--- src/logic/lan_link_cfg.svh ---
// timing and sizing constants shared by both ends of the lan connect link
`ifndef LAN_LINK_CFG_SVH
`define LAN_LINK_CFG_SVH

// ----------------------------------------------------------------
// clock rates in mhz
// ----------------------------------------------------------------
`define LL_CLK_MHZ      100
`define LL_FAST_MHZ     50
`define LL_SLOW_MHZ     5

// ----------------------------------------------------------------
// line timing
// ----------------------------------------------------------------
`define LL_FILTER_NS    200
`define LL_RESET_US     500
`define LL_SYNC_MARGIN  3
`define LL_SOFT_RST_CYC 16

// ----------------------------------------------------------------
// counter widths
// ----------------------------------------------------------------
`define LL_CNT_W        24
`define LL_SOFT_W       5
`define LL_DIV_W        8

`endif

--- src/logic/lan_link_pkg.sv ---
// state types for the lan connect link ends and the clock divider
package lan_link_pkg;
  `include "lan_link_cfg.svh"

  // ----------------------------------------------------------------
  // device end: decoder of the reset/sync line
  // ----------------------------------------------------------------
  typedef enum logic [1:0] {LINE_IDLE, LINE_HIGH, LINE_RESET} line_state_t;

  typedef struct packed {
    logic [2:0]             sync_ff;
    logic                   level;
    line_state_t            state;
    logic [`LL_CNT_W-1:0]   run_cnt;
    logic [`LL_SOFT_W-1:0]  soft_cnt;
    logic                   phy_reset;
    logic                   word_align;
  } phy_state_t;

  // ----------------------------------------------------------------
  // clock divider
  // ----------------------------------------------------------------
  typedef struct packed {
    logic [`LL_DIV_W-1:0]   cnt;
    logic                   clk_out;
    logic                   fast;
  } div_state_t;

  // ----------------------------------------------------------------
  // controller end: system side and link side
  // ----------------------------------------------------------------
  typedef struct packed {
    logic                   sync_tgl;
    logic                   rst_level;
    logic [`LL_CNT_W-1:0]   hold_cnt;
    logic [2:0]             done_ff;
    logic                   sync_done;
  } ctrl_sys_t;

  typedef struct packed {
    logic [1:0]             tgl_ff;
    logic [1:0]             rst_ff;
    logic                   tgl_seen;
    logic                   line;
    logic                   done_tgl;
  } ctrl_link_t;
endpackage

--- src/logic/lan_connect_link_if.sv ---
// the two wires of the lan connect link that this block manages
`timescale 1ns/100ps
interface lan_connect_link_if;
  // the six data pins of the eight-pin link are carried elsewhere
  logic link_interface_clock;   // driven by the device end
  logic reset_sync_line;        // driven by the controller end

  modport phy_end  (output link_interface_clock, input  reset_sync_line);
  modport ctrl_end (input  link_interface_clock, output reset_sync_line);
endinterface // lan_connect_link_if

--- src/logic/clock_divider.sv ---
// glitch-free two-rate clock divider that never stops
`timescale 1ns/100ps
`include "lan_link_cfg.svh"
module clock_divider #(
  parameter int HALF_FAST = 1,
  parameter int HALF_SLOW = 10
) (
  // clock and reset
  input  wire logic clk,
  input  wire logic rst_b,
  // rate select
  input  wire logic sel_fast,
  // divided clock
  output logic      clk_out,
  output logic      fast
);
  import lan_link_pkg::*;

  div_state_t cur;
  div_state_t next;

  // ----------------------------------------------------------------
  // checks
  // ----------------------------------------------------------------
  if (HALF_FAST < 1 || HALF_SLOW < 1 || HALF_SLOW >= (1 << `LL_DIV_W)) begin : g_bad_half
    $error("clock_divider: half periods out of range");
  end

  localparam logic [`LL_DIV_W-1:0] LAST_FAST = `LL_DIV_W'(HALF_FAST - 1);
  localparam logic [`LL_DIV_W-1:0] LAST_SLOW = `LL_DIV_W'(HALF_SLOW - 1);

  // ----------------------------------------------------------------
  // divider
  // ----------------------------------------------------------------
  // rate changes only at a falling edge, so no half period is ever cut short
  always_comb begin
    next = cur;
    if (cur.cnt >= (cur.fast ? LAST_FAST : LAST_SLOW)) begin
      next.cnt     = '0;
      next.clk_out = ~cur.clk_out;
      if (cur.clk_out) begin
        next.fast = sel_fast;
      end
    end else begin
      next.cnt = cur.cnt + `LL_DIV_W'(1);
    end
  end

  // state register
  always_ff @(posedge clk or negedge rst_b) begin
    if (!rst_b) begin
      cur <= '0;
    end else begin
      cur <= next;
    end
  end

  assign clk_out = cur.clk_out;
  assign fast    = cur.fast;
endmodule // clock_divider

--- src/logic/phy_link_end.sv ---
// device end of the lan connect link: link clock source and reset/sync decoder
`timescale 1ns/100ps
`include "lan_link_cfg.svh"

module phy_link_end #(
  parameter int RESET_CYC = `LL_RESET_US * `LL_CLK_MHZ
) (
  // clock and reset
  input  wire logic          clk,
  input  wire logic          rst_b,
  // link toward the controller
  lan_connect_link_if.phy_end link,
  // operating mode from the phy core
  input  wire logic          speed_100,
  input  wire logic          low_power,
  input  wire logic          soft_reset_req,
  // results toward the phy core
  output logic               phy_reset,
  output logic               word_align,
  output logic               clock_fast
);
  import lan_link_pkg::*;

  // ----------------------------------------------------------------
  // derived cycle counts
  // ----------------------------------------------------------------
  // least width that may count as a reset, rounded up
  localparam int FILTER_CYC = (`LL_FILTER_NS * `LL_CLK_MHZ + 999) / 1000;
  localparam int HALF_FAST  = `LL_CLK_MHZ / (2 * `LL_FAST_MHZ);
  localparam int HALF_SLOW  = `LL_CLK_MHZ / (2 * `LL_SLOW_MHZ);
  // a sync pulse is one link clock wide; allow for synchroniser skew
  localparam int SYNC_FAST  = 2 * HALF_FAST + `LL_SYNC_MARGIN;
  localparam int SYNC_SLOW  = 2 * HALF_SLOW + `LL_SYNC_MARGIN;

  localparam logic [`LL_CNT_W-1:0]  SYNC_MAX_FAST = `LL_CNT_W'(SYNC_FAST);
  localparam logic [`LL_CNT_W-1:0]  SYNC_MAX_SLOW = `LL_CNT_W'(SYNC_SLOW);
  localparam logic [`LL_CNT_W-1:0]  RESET_LAST    = `LL_CNT_W'(RESET_CYC - 1);
  localparam logic [`LL_CNT_W-1:0]  CNT_ONE       = `LL_CNT_W'(1);
  localparam logic [`LL_SOFT_W-1:0] SOFT_LEN      = `LL_SOFT_W'(`LL_SOFT_RST_CYC);

  // ----------------------------------------------------------------
  // elaboration checks
  // ----------------------------------------------------------------
  if (RESET_CYC <= SYNC_SLOW || RESET_CYC <= FILTER_CYC) begin : g_bad_reset
    $error("phy_link_end: reset length must exceed the sync and filter widths");
  end
  if (RESET_CYC >= (1 << `LL_CNT_W)) begin : g_bad_width
    $error("phy_link_end: reset length does not fit the run counter");
  end
  if (`LL_SOFT_RST_CYC >= (1 << `LL_SOFT_W) || `LL_SOFT_RST_CYC < 1) begin : g_bad_soft
    $error("phy_link_end: soft reset length does not fit its counter");
  end
  // whole half periods only: a remainder would put the link clock off rate
  if (HALF_FAST < 1 || 2 * HALF_FAST * `LL_FAST_MHZ != `LL_CLK_MHZ) begin : g_bad_fast
    $error("phy_link_end: system clock cannot make the fast link clock");
  end
  if (2 * HALF_SLOW * `LL_SLOW_MHZ != `LL_CLK_MHZ) begin : g_bad_slow
    $error("phy_link_end: system clock cannot make the slow link clock");
  end

  // ----------------------------------------------------------------
  // state
  // ----------------------------------------------------------------
  phy_state_t                cur;
  phy_state_t                next;
  logic                      div_fast;
  logic                      div_clk;
  logic                      sel_fast;
  logic [`LL_CNT_W-1:0]      sync_max;

  // ----------------------------------------------------------------
  // link clock generation
  // ----------------------------------------------------------------
  // reduced power forces the slow rate whatever the link speed
  assign sel_fast = speed_100 & ~low_power;

  // ----------------------------------------------------------------
  // link clock divider
  // ----------------------------------------------------------------
  // the divider runs from rst_b only, so no line reset can stall the clock
  clock_divider #(
    .HALF_FAST (HALF_FAST),
    .HALF_SLOW (HALF_SLOW)
  ) i_clock_divider (
    .clk      (clk),
    .rst_b    (rst_b),
    .sel_fast (sel_fast),
    .clk_out  (div_clk),
    .fast     (div_fast)
  );

  // the device is the only source of the link clock
  assign link.link_interface_clock = div_clk;

  // ----------------------------------------------------------------
  // sync window
  // ----------------------------------------------------------------
  // the sync window follows the rate that is actually on the wire
  assign sync_max = div_fast ? SYNC_MAX_FAST : SYNC_MAX_SLOW;

  // ----------------------------------------------------------------
  // reset/sync line decoder
  // ----------------------------------------------------------------
  // the line is only ever read here, never driven: the controller owns it
  // timing: the filtered level trails the pin by three to four clocks,
  // and a high run is measured on the filtered level, so
  //  - up to one link clock plus the margin: a word alignment pulse
  //  - from there up to the reset length: nothing at all
  //  - the full reset length: reset, held until the line drops
  // the middle band is left alone on purpose: the controller gives no
  // promise about it, and guessing would risk a false reset
  always_comb begin
    next = cur;
    // three-stage synchroniser; first stage feeds only the second
    next.sync_ff = {cur.sync_ff[1:0], link.reset_sync_line};
    // a change counts once the second and third stages agree
    if (cur.sync_ff[1] == cur.sync_ff[2]) begin
      next.level = cur.sync_ff[2];
    end
    next.word_align = 1'b0;

    case (cur.state)
      LINE_IDLE: begin
        if (cur.level) begin
          next.state   = LINE_HIGH;
          next.run_cnt = CNT_ONE;
        end
      end
      LINE_HIGH: begin
        if (!cur.level) begin
          // a short pulse aligns word boundaries, never resets
          if (cur.run_cnt <= sync_max) begin
            next.word_align = 1'b1;
          end
          // anything under the filter width or up to 500 us ends here
          next.state = LINE_IDLE;
        end else if (cur.run_cnt >= RESET_LAST) begin
          // held past one clock and as long as 500 us: a reset
          next.state = LINE_RESET;
        end else begin
          next.run_cnt = cur.run_cnt + CNT_ONE;
        end
      end
      LINE_RESET: begin
        // internal reset stays until the controller lets go
        if (!cur.level) begin
          next.state = LINE_IDLE;
        end
      end
      default: begin
        next.state = LINE_IDLE;
      end
    endcase

    // ----------------------------------------------------------------
    // management-register reset
    // ----------------------------------------------------------------
    // a fixed-length pulse so the core sees the same reset either way
    // a request while the count runs restarts it rather than adding to it
    if (soft_reset_req) begin
      next.soft_cnt = SOFT_LEN;
    end else if (cur.soft_cnt != '0) begin
      next.soft_cnt = cur.soft_cnt - `LL_SOFT_W'(1);
    end

    // both sources merge into one registered reset toward the phy core; the link clock divider does not take it
    next.phy_reset = (next.state == LINE_RESET) || (next.soft_cnt != '0);
  end

  // ----------------------------------------------------------------
  // state register
  // ----------------------------------------------------------------
  always_ff @(posedge clk or negedge rst_b) begin
    if (!rst_b) begin
      cur <= '{
        sync_ff:    '0,
        level:      1'b0,
        state:      LINE_IDLE,
        run_cnt:    '0,
        soft_cnt:   '0,
        phy_reset:  1'b0,
        word_align: 1'b0
      };
    end else begin
      cur <= next;
    end
  end

  // ----------------------------------------------------------------
  // outputs, all straight from flip-flops
  // ----------------------------------------------------------------
  assign phy_reset  = cur.phy_reset;
  assign word_align = cur.word_align;
  // the rate flag is the divider's own flop, so it matches the wire
  assign clock_fast = div_fast;
endmodule // phy_link_end

--- src/flat_wrapper.sv ---
// flat-port wrapper written by rule: the top's interface ports become plain ports
module phy_link_end_flat import lan_link_pkg::*;
#(
  parameter int RESET_CYC = `LL_RESET_US * `LL_CLK_MHZ
)
  (clk, rst_b, speed_100, low_power, soft_reset_req, phy_reset, word_align, clock_fast, link_link_interface_clock, link_reset_sync_line);
  lan_connect_link_if link_i ();
  input  wire logic clk;
  input  wire logic rst_b;
  input  wire logic speed_100;
  input  wire logic low_power;
  input  wire logic soft_reset_req;
  output logic phy_reset;
  output logic word_align;
  output logic clock_fast;
  output wire logic [$bits(link_i.link_interface_clock)-1:0] link_link_interface_clock;
  input wire logic [$bits(link_i.reset_sync_line)-1:0] link_reset_sync_line;
  assign link_link_interface_clock = link_i.link_interface_clock;
  assign link_i.reset_sync_line = link_reset_sync_line;
  phy_link_end #(.RESET_CYC(RESET_CYC)) u_core (.clk(clk), .rst_b(rst_b), .link(link_i), .speed_100(speed_100), .low_power(low_power), .soft_reset_req(soft_reset_req), .phy_reset(phy_reset), .word_align(word_align), .clock_fast(clock_fast));
endmodule
--- config.mk ---
export PLATFORM = sky130hd
export DESIGN_NAME = phy_link_end_flat
export DESIGN_NICKNAME = d
export VERILOG_FILES = /design/src/logic/lan_link_pkg.sv /design/src/logic/lan_connect_link_if.sv /design/src/logic/clock_divider.sv /design/src/logic/phy_link_end.sv /design/src/flat_wrapper.sv
export VERILOG_INCLUDE_DIRS = /design/src /design/src/logic
export SDC_FILE = /design/constraint.sdc
export NUM_CORES = 1
export LEC_CHECK = 0
export BUFFER_PORTS_ARGS = -buffer_cell sky130_fd_sc_hd__buf_2
export CAP_MARGIN = 15
export CORE_ASPECT_RATIO = 0.75
export CORE_MARGIN = 1
export CORE_UTILIZATION = 54
export CTS_CLUSTER_DIAMETER = 30
export DETAILED_ROUTE_END_ITERATION = 10
export PLACE_DENSITY = 0.71
export SYNTH_ARGS = -nofsm -noshare
export SYNTH_HDL_FRONTEND = slang
export SYNTH_SLANG_ARGS = --single-unit
--- constraint.sdc ---
create_clock -name clk -period 3.9 [get_ports clk]
set_input_delay 0.39 -clock clk [delete_from_list [all_inputs] [get_ports clk]]
set_output_delay 0.39 -clock clk [all_outputs]
set_load 0.005 [all_outputs]
==> flow_summary.toml, run 1 <==
[timing]
worst_slack_ns = 1.71
grt_setup_unrepaired = "false"
max_freq_mhz = 458
tns_ns = 0
hold_viol_final = 0
finalSetupViolCount = 0
worst_pin_slew_ns = 0.981
clock_skew_ns = 0.0117
fin_crit_ns = 2.19
period_share = 0.560
slew_violations = 0
relSlewSlack = 0.346

[final_layout]
postLayoutCellArea_mm2 = 0.00247
diodes = 0
nets = 240
final_core_util = 0.645
synthToLayoutAreaGrowth_pct = 9.43
drive_gt1_frac = 0.105

[clock_network]
cts.repair.resized = 0
cts_buffer_depth = 2
hold_buffers = 0
cts_root_buf = "clkbuf_8"
cts_tree = "built"
post_cts_buffers = 0
htreeDepth = 2
clk_pin_slew_ns = 0.07
clkLatencyLatePin_ns = 0.30
clock-sinks = 47
numCtsBuffers = 5

[pwr]
vdd_drop_max_v = 0.000291
finalPower_mw = 1.21
swShare = 0.286
seqPwrFrac = 0.509
power.density_mw_per_mm2 = 489
p_int_uw = 860
clkPwrFrac = 0.298
pwr-share-comb = 0.193
power_switching_uw = 345
p_leak_nw = 1.10

[die]
start_util = 0.589
die_x_um = 76.6
fp.dieH_um = 58.0
design.die.area_mm2 = 0.00444
io_pins = 10
core_area_mm2 = 0.00383
placementRows = 19

[logic_synthesis]
yosys.area_share.simple = 0.243
synth-xor-area-share = 0.0427
syn-cell-area_mm2 = 0.00225
syn_inst = 213
yosys.area_share.adder = 0.0433
synth.avg_cell_area_um2 = 10.6
ys_seq_area_frac = 0.522
synth_ff_type = "dfrtp_1"
synthArstFlopShare = 1.00
synth_edf_count = 0
ys_types = 45
synth-compound-area-share = 0.113
ys_warn_count = 0
synth_top_family_by_area = "simple AND/OR/NAND/NOR gates"
muxShareOfSynthArea = 0.00888
ys_ff_latch = 47

[setup_path]
endpoint_kind = "flip-flop"
worst_setup_path_start_kind = "flip-flop"
path_buf_inv = 1
required_ns = 4.08
arrival_ns = 2.37
cpLargestDelayFamily = "simple AND/OR/NAND/NOR gates"
max_stage_delay_ns = 0.55
path_class = "reg2reg"
rrSetupSlack_ns = 1.71
cp_max_fo = 6
cpMaxStageDelayCell = "or4b_1"
crit_chain = "inv_1, ha_1, or4b_1, nor3_1, a31oi_1, or4_1, a21o_1"

[outcome]
outcome = "completed"

[routing]
vias = 1597
drt_iter0_drc = 79
first_pass_iters = 4
via_per_inst = 5.70
routed_wl_um = 3790
drc = 0
wl_per_cell_um = 13.5
drtAntennaViolNets = 0

[placed_design]
gp_congestion = 0.825
place_ws_ns = 1.74
port-buffer-count = 9
hpwl_um = 2730
placed_cell_area_mm2 = 0.00235

[global_route]
antenna_found_initial = 0
track_usage = 0.202
grt_remaining_overflow = 0
grt_pass1_wl_um = 6900
grt_max_degree = 48
grt_pass1_vias = 1575

[min_path]
hp-class = "in2reg"

[run]
cap_violations = 0
==> per-layer routing <==
layer  GRT usage  share of wire  wire [um]
met5           0              0          0
met2       0.310           0.40       1530
met3      0.0472          0.060        229
met1       0.288           0.52       1970
met4      0.0687          0.013         50
==> cells by family after synthesis <==
group,count (synthesis)
xor gates and xnor gates,11
AOI/OAI and AO/OA,34
buffers and inverters,14
adders and majority gates,8
other,1
DFF,47
and+or+nand+nor,96
muxes,2
==> power by group through the flow <==
| stage | sequential (mW) | clock, mW | combinational, mW |
|---|---|---|---|
| 2_1_floorplan | 0.605 | 0 | 0.184 |
| 3_3_place_gp | 0.618 | 0 | 0.223 |
| 3_5_place_dp | 0.622 | 0 | 0.235 |
| 4_1_cts | 0.614 | 0.367 | 0.235 |
| 5_1_grt | 0.628 | 0.388 | 0.267 |
| 6_report | 0.614 | 0.359 | 0.233 |
==> path summary, 6_finish.rpt <==
check                                          start                          end  depth (start not counted)
max in group asynchronous                      rst_b               u_core.cur[36]                          1
worst min-delay path            link_reset_sync_line               u_core.cur[34]                          1
worst min register to register        u_core.cur[34]               u_core.cur[35]                          0
min in group asynchronous                      rst_b  u_core.i_clock_divider.fast                          1
worst max register to register         u_core.cur[2]             u_core.phy_reset                          7
worst max-delay path                   u_core.cur[2]             u_core.phy_reset                          7
==> worst reg2reg max path, delay by kind of cell, from the launching register on <==
family                   cells  cell delay, ns
AND/OR/NAND/NOR              3            1.13
flip-flops                   1            0.44
AO/OA/AOI/OAI                2            0.23
adder cells (fa/ha/maj)      1            0.20
buffers and inverters        1            0.09
==> metrics by stage <==
step,hold slack [ns],cells
after global placement,0.343,272
final,0.206,280
after global routing,0.191,280
after detailed placement,0.340,272
after floorplan,0.0944,215
after CTS,0.199,280
==> synthesized netlist by cell type, types with 2 or more instances <==
library cell / n / share of area
a211oi_1: 2 / 0.0067
a21o_1: 3 / 0.010
a21oi_1: 8 / 0.018
a31oi_1: 2 / 0.0055
and2_1: 8 / 0.022
clkbuf_1: 3 / 0.0050
dfrtp_1: 47 / 0.52
ha_1: 7 / 0.039
inv_1: 10 / 0.017
mux2i_1: 2 / 0.0089
nand2_1: 13 / 0.022
nand2b_1: 7 / 0.019
nand3_1: 11 / 0.024
nand4_1: 4 / 0.011
nor2_1: 20 / 0.033
nor3_1: 9 / 0.020
nor4_1: 6 / 0.017
nor4_4: 2 / 0.019
nor4b_1: 2 / 0.0078
o211ai_1: 2 / 0.0067
o21ai_0: 6 / 0.013
or3_1: 5 / 0.014
or4_1: 3 / 0.010
xnor2_1: 8 / 0.031
xor2_1: 3 / 0.012
==> state kept, by name, summed over array words and instances, names as in the netlist <==
signal                          flops
u_core.cur                         35
u_core.i_clock_divider.clk_out      1
u_core.i_clock_divider.cur          8
u_core.i_clock_divider.fast         1
u_core.phy_reset                    1
u_core.word_align                   1
==> cell type report <==
class	count	area, um^2
Timing Repair Buffer	9	45.0
Clock inverter	2	35.0
Multi-Input combinational cell	154	1030
Fill cell	311	1360
Clock buffer	6	82.6
Sequential cell	47	1180
Tap cell	52	65.1
Inverter	10	37.5
==> placed cells by master (no fill, tap or decap), types with 2 or more instances in the layout <==
cell type	count
dfrtp_1	47
or3_1	5
conb_1	3
inv_1	10
nor4_4	2
nor2_1	20
ha_1	7
clkbuf_8	6
or4_1	3
buf_2	9
o21ai_0	6
nand2b_1	7
nand2_1	13
nand4_1	4
a31oi_1	2
nor3_1	9
a21o_1	3
o211ai_1	2
nor4b_1	2
xor2_1	3
nand3_1	11
nor4_1	6
xnor2_1	8
a211oi_1	2
and2_1	8
mux2i_1	2
a21oi_1	8
Note: power is estimated with default switching activity, not from simulation.
==> inputs of run 2 (changes only) <==
Clock period 3.9 ns to 2.1 ns, I/O delays scaled along.
==> flow_summary.toml, run 2 (synthesis gave the netlist of run 1 again) <==
[outcome]
outcome = "completed"

[final_layout]
reg_top3 = "u_core.cur x35, u_core.i_clock_divider.cur x8"
synthToLayoutAreaGrowth_pct = 18.6
largest_reg_flops = 35
postLayoutCellArea_mm2 = 0.00268
final_core_util = 0.699
final_cell_mix = "47 x dfrtp_1, 21 x buf_4, 20 x nor2_1"
regMostFlops = "u_core.cur"
nets = 262
diodes = 0
final_common_cell = "dfrtp_1"
drive_gt1_frac = 0.200
post_layout_nonfiller_instances = 302

[setup_path]
cpLargestDelayFamily = "simple AND/OR/NAND/NOR gates"
cp_max_fo = 5
cpMaxStageDelayCell = "or4b_4"
ff2ff_path_depth = 7
crit_chain = "inv_1, ha_4, or4b_4, nor3_2, a31oi_1, or4_1, a21o_1"
rrSetupSlack_ns = 0.03
path_class = "reg2reg"
required_ns = 2.30
r2r-end = "u_core.phy_reset"
worst_setup_path_start_kind = "flip-flop"
arrival_ns = 2.27
endpoint_kind = "flip-flop"
path_buf_inv = 1
max_stage_delay_ns = 0.47
reg2reg_from = "u_core.cur[3]"

[min_path]
hold_end = "u_core.cur[34]"
min_path_cells = 1
hp-class = "in2reg"
hold_start = "link_reset_sync_line"

[timing]
finalSetupViolCount = 0
hold_viol_final = 0
fin_crit_ns = 2.07
worst_pin_slew_ns = 0.570
slew_violations = 0
period_share = 0.987
clock_skew_ns = 0.00883
worst_slack_ns = 0.0265
relSlewSlack = 0.620
max_freq_mhz = 482
tns_ns = 0

[placed_design]
place_ws_ns = 0.0214
placed_cell_area_mm2 = 0.00245
hpwl_um = 3160
gp_congestion = 0.904
dp_cells = 286
port-buffer-count = 9

[die]
io_pins = 10
fp.dieH_um = 58.0
design.die.area_mm2 = 0.00444
die_x_um = 76.6
placementRows = 19
core_area_mm2 = 0.00383
start_util = 0.589

[clock_network]
clock-sinks = 47
cts_buffer_depth = 2
clk_pin_slew_ns = 0.08
cts_tree = "built"
cts_root_buf = "clkbuf_8"
htreeDepth = 2
clkLatencyLatePin_ns = 0.31
numCtsBuffers = 5

[global_route]
grt_remaining_overflow = 0
grt_pass1_vias = 1753
antenna_found_initial = 0
grt_max_degree = 48
track_usage = 0.231
grt_pass1_wl_um = 7760

[routing]
drtAntennaViolNets = 0
vias = 1735
first_pass_iters = 4
drt_iter0_drc = 124
drc = 0
wl_per_cell_um = 15.4
via_per_inst = 5.75
routed_wl_um = 4640

[run]
cap_violations = 0

[pwr]
power.density_mw_per_mm2 = 894
p_leak_nw = 1.22
vdd_drop_max_v = 0.000671
## run 2: stage by stage
| stage | total power [mW] | hold slack [ns] |
|---|---|---|
| floorplan | 1.46 | -0.0856 |
| finish | 2.39 | 0.0132 |
| global route | 2.53 | 0.00526 |
| detailed placement | 1.66 | 0.325 |
| CTS | 2.34 | 0.00650 |
| global placement | 1.62 | 0.319 |
## run 2: final cells by class
| class | instances | area [um^2] |
|---|---|---|
| fill | 303 | 1150 |
| clock inverter | 2 | 35.0 |
| timing repair buffer | 31 | 213 |
| inverter | 10 | 37.5 |
| clock buffer | 6 | 82.6 |
| sequential | 47 | 1180 |
| tap | 52 | 65.1 |
| multi-input combinational | 154 | 1070 |
## run 2: layer usage
metal / wire length, um / vias up / part of all wire / GRT usage
met5: 0 / - / 0 / 0
met4: 41 / 0 / 0.0088 / 0.118
met3: 211 / 6 / 0.046 / 0.0504
met2: 2200 / 39 / 0.47 / 0.378
met1: 2180 / 858 / 0.47 / 0.296
li1: - / 832 / - / -
## run 2: power breakdown
group          switching [mW]  total [mW]  internal (mW)
clock network           0.296       0.681          0.385
logic                   0.298       0.589          0.291
registers               0.116        1.12           1.00
total                   0.711        2.39           1.68
## run 2: repair_timing
item / CTS / global route
hold buffers: 1 / 0
buffers inserted: 0 / 7
endpoints found under the hold margin: 23 / 0
gates resized for setup: 0 / 7
setup endpoints to repair: 0 / 8
## run 2: worst max-delay path by stage
stage / start / to / slack, ns / cells past startpoint
2_1_floorplan: u_core.cur[2] / u_core.phy_reset / 0.04 / 8
3_3_place_gp: u_core.cur[3] / u_core.phy_reset / 0.11 / 7
3_5_place_dp: u_core.cur[3] / u_core.phy_reset / 0.02 / 7
4_1_cts: u_core.cur[3] / u_core.phy_reset / 0.00006 / 7
5_1_grt: u_core.cur[3] / u_core.phy_reset / -0.06 / 7
6_report: u_core.cur[3] / u_core.phy_reset / 0.03 / 7
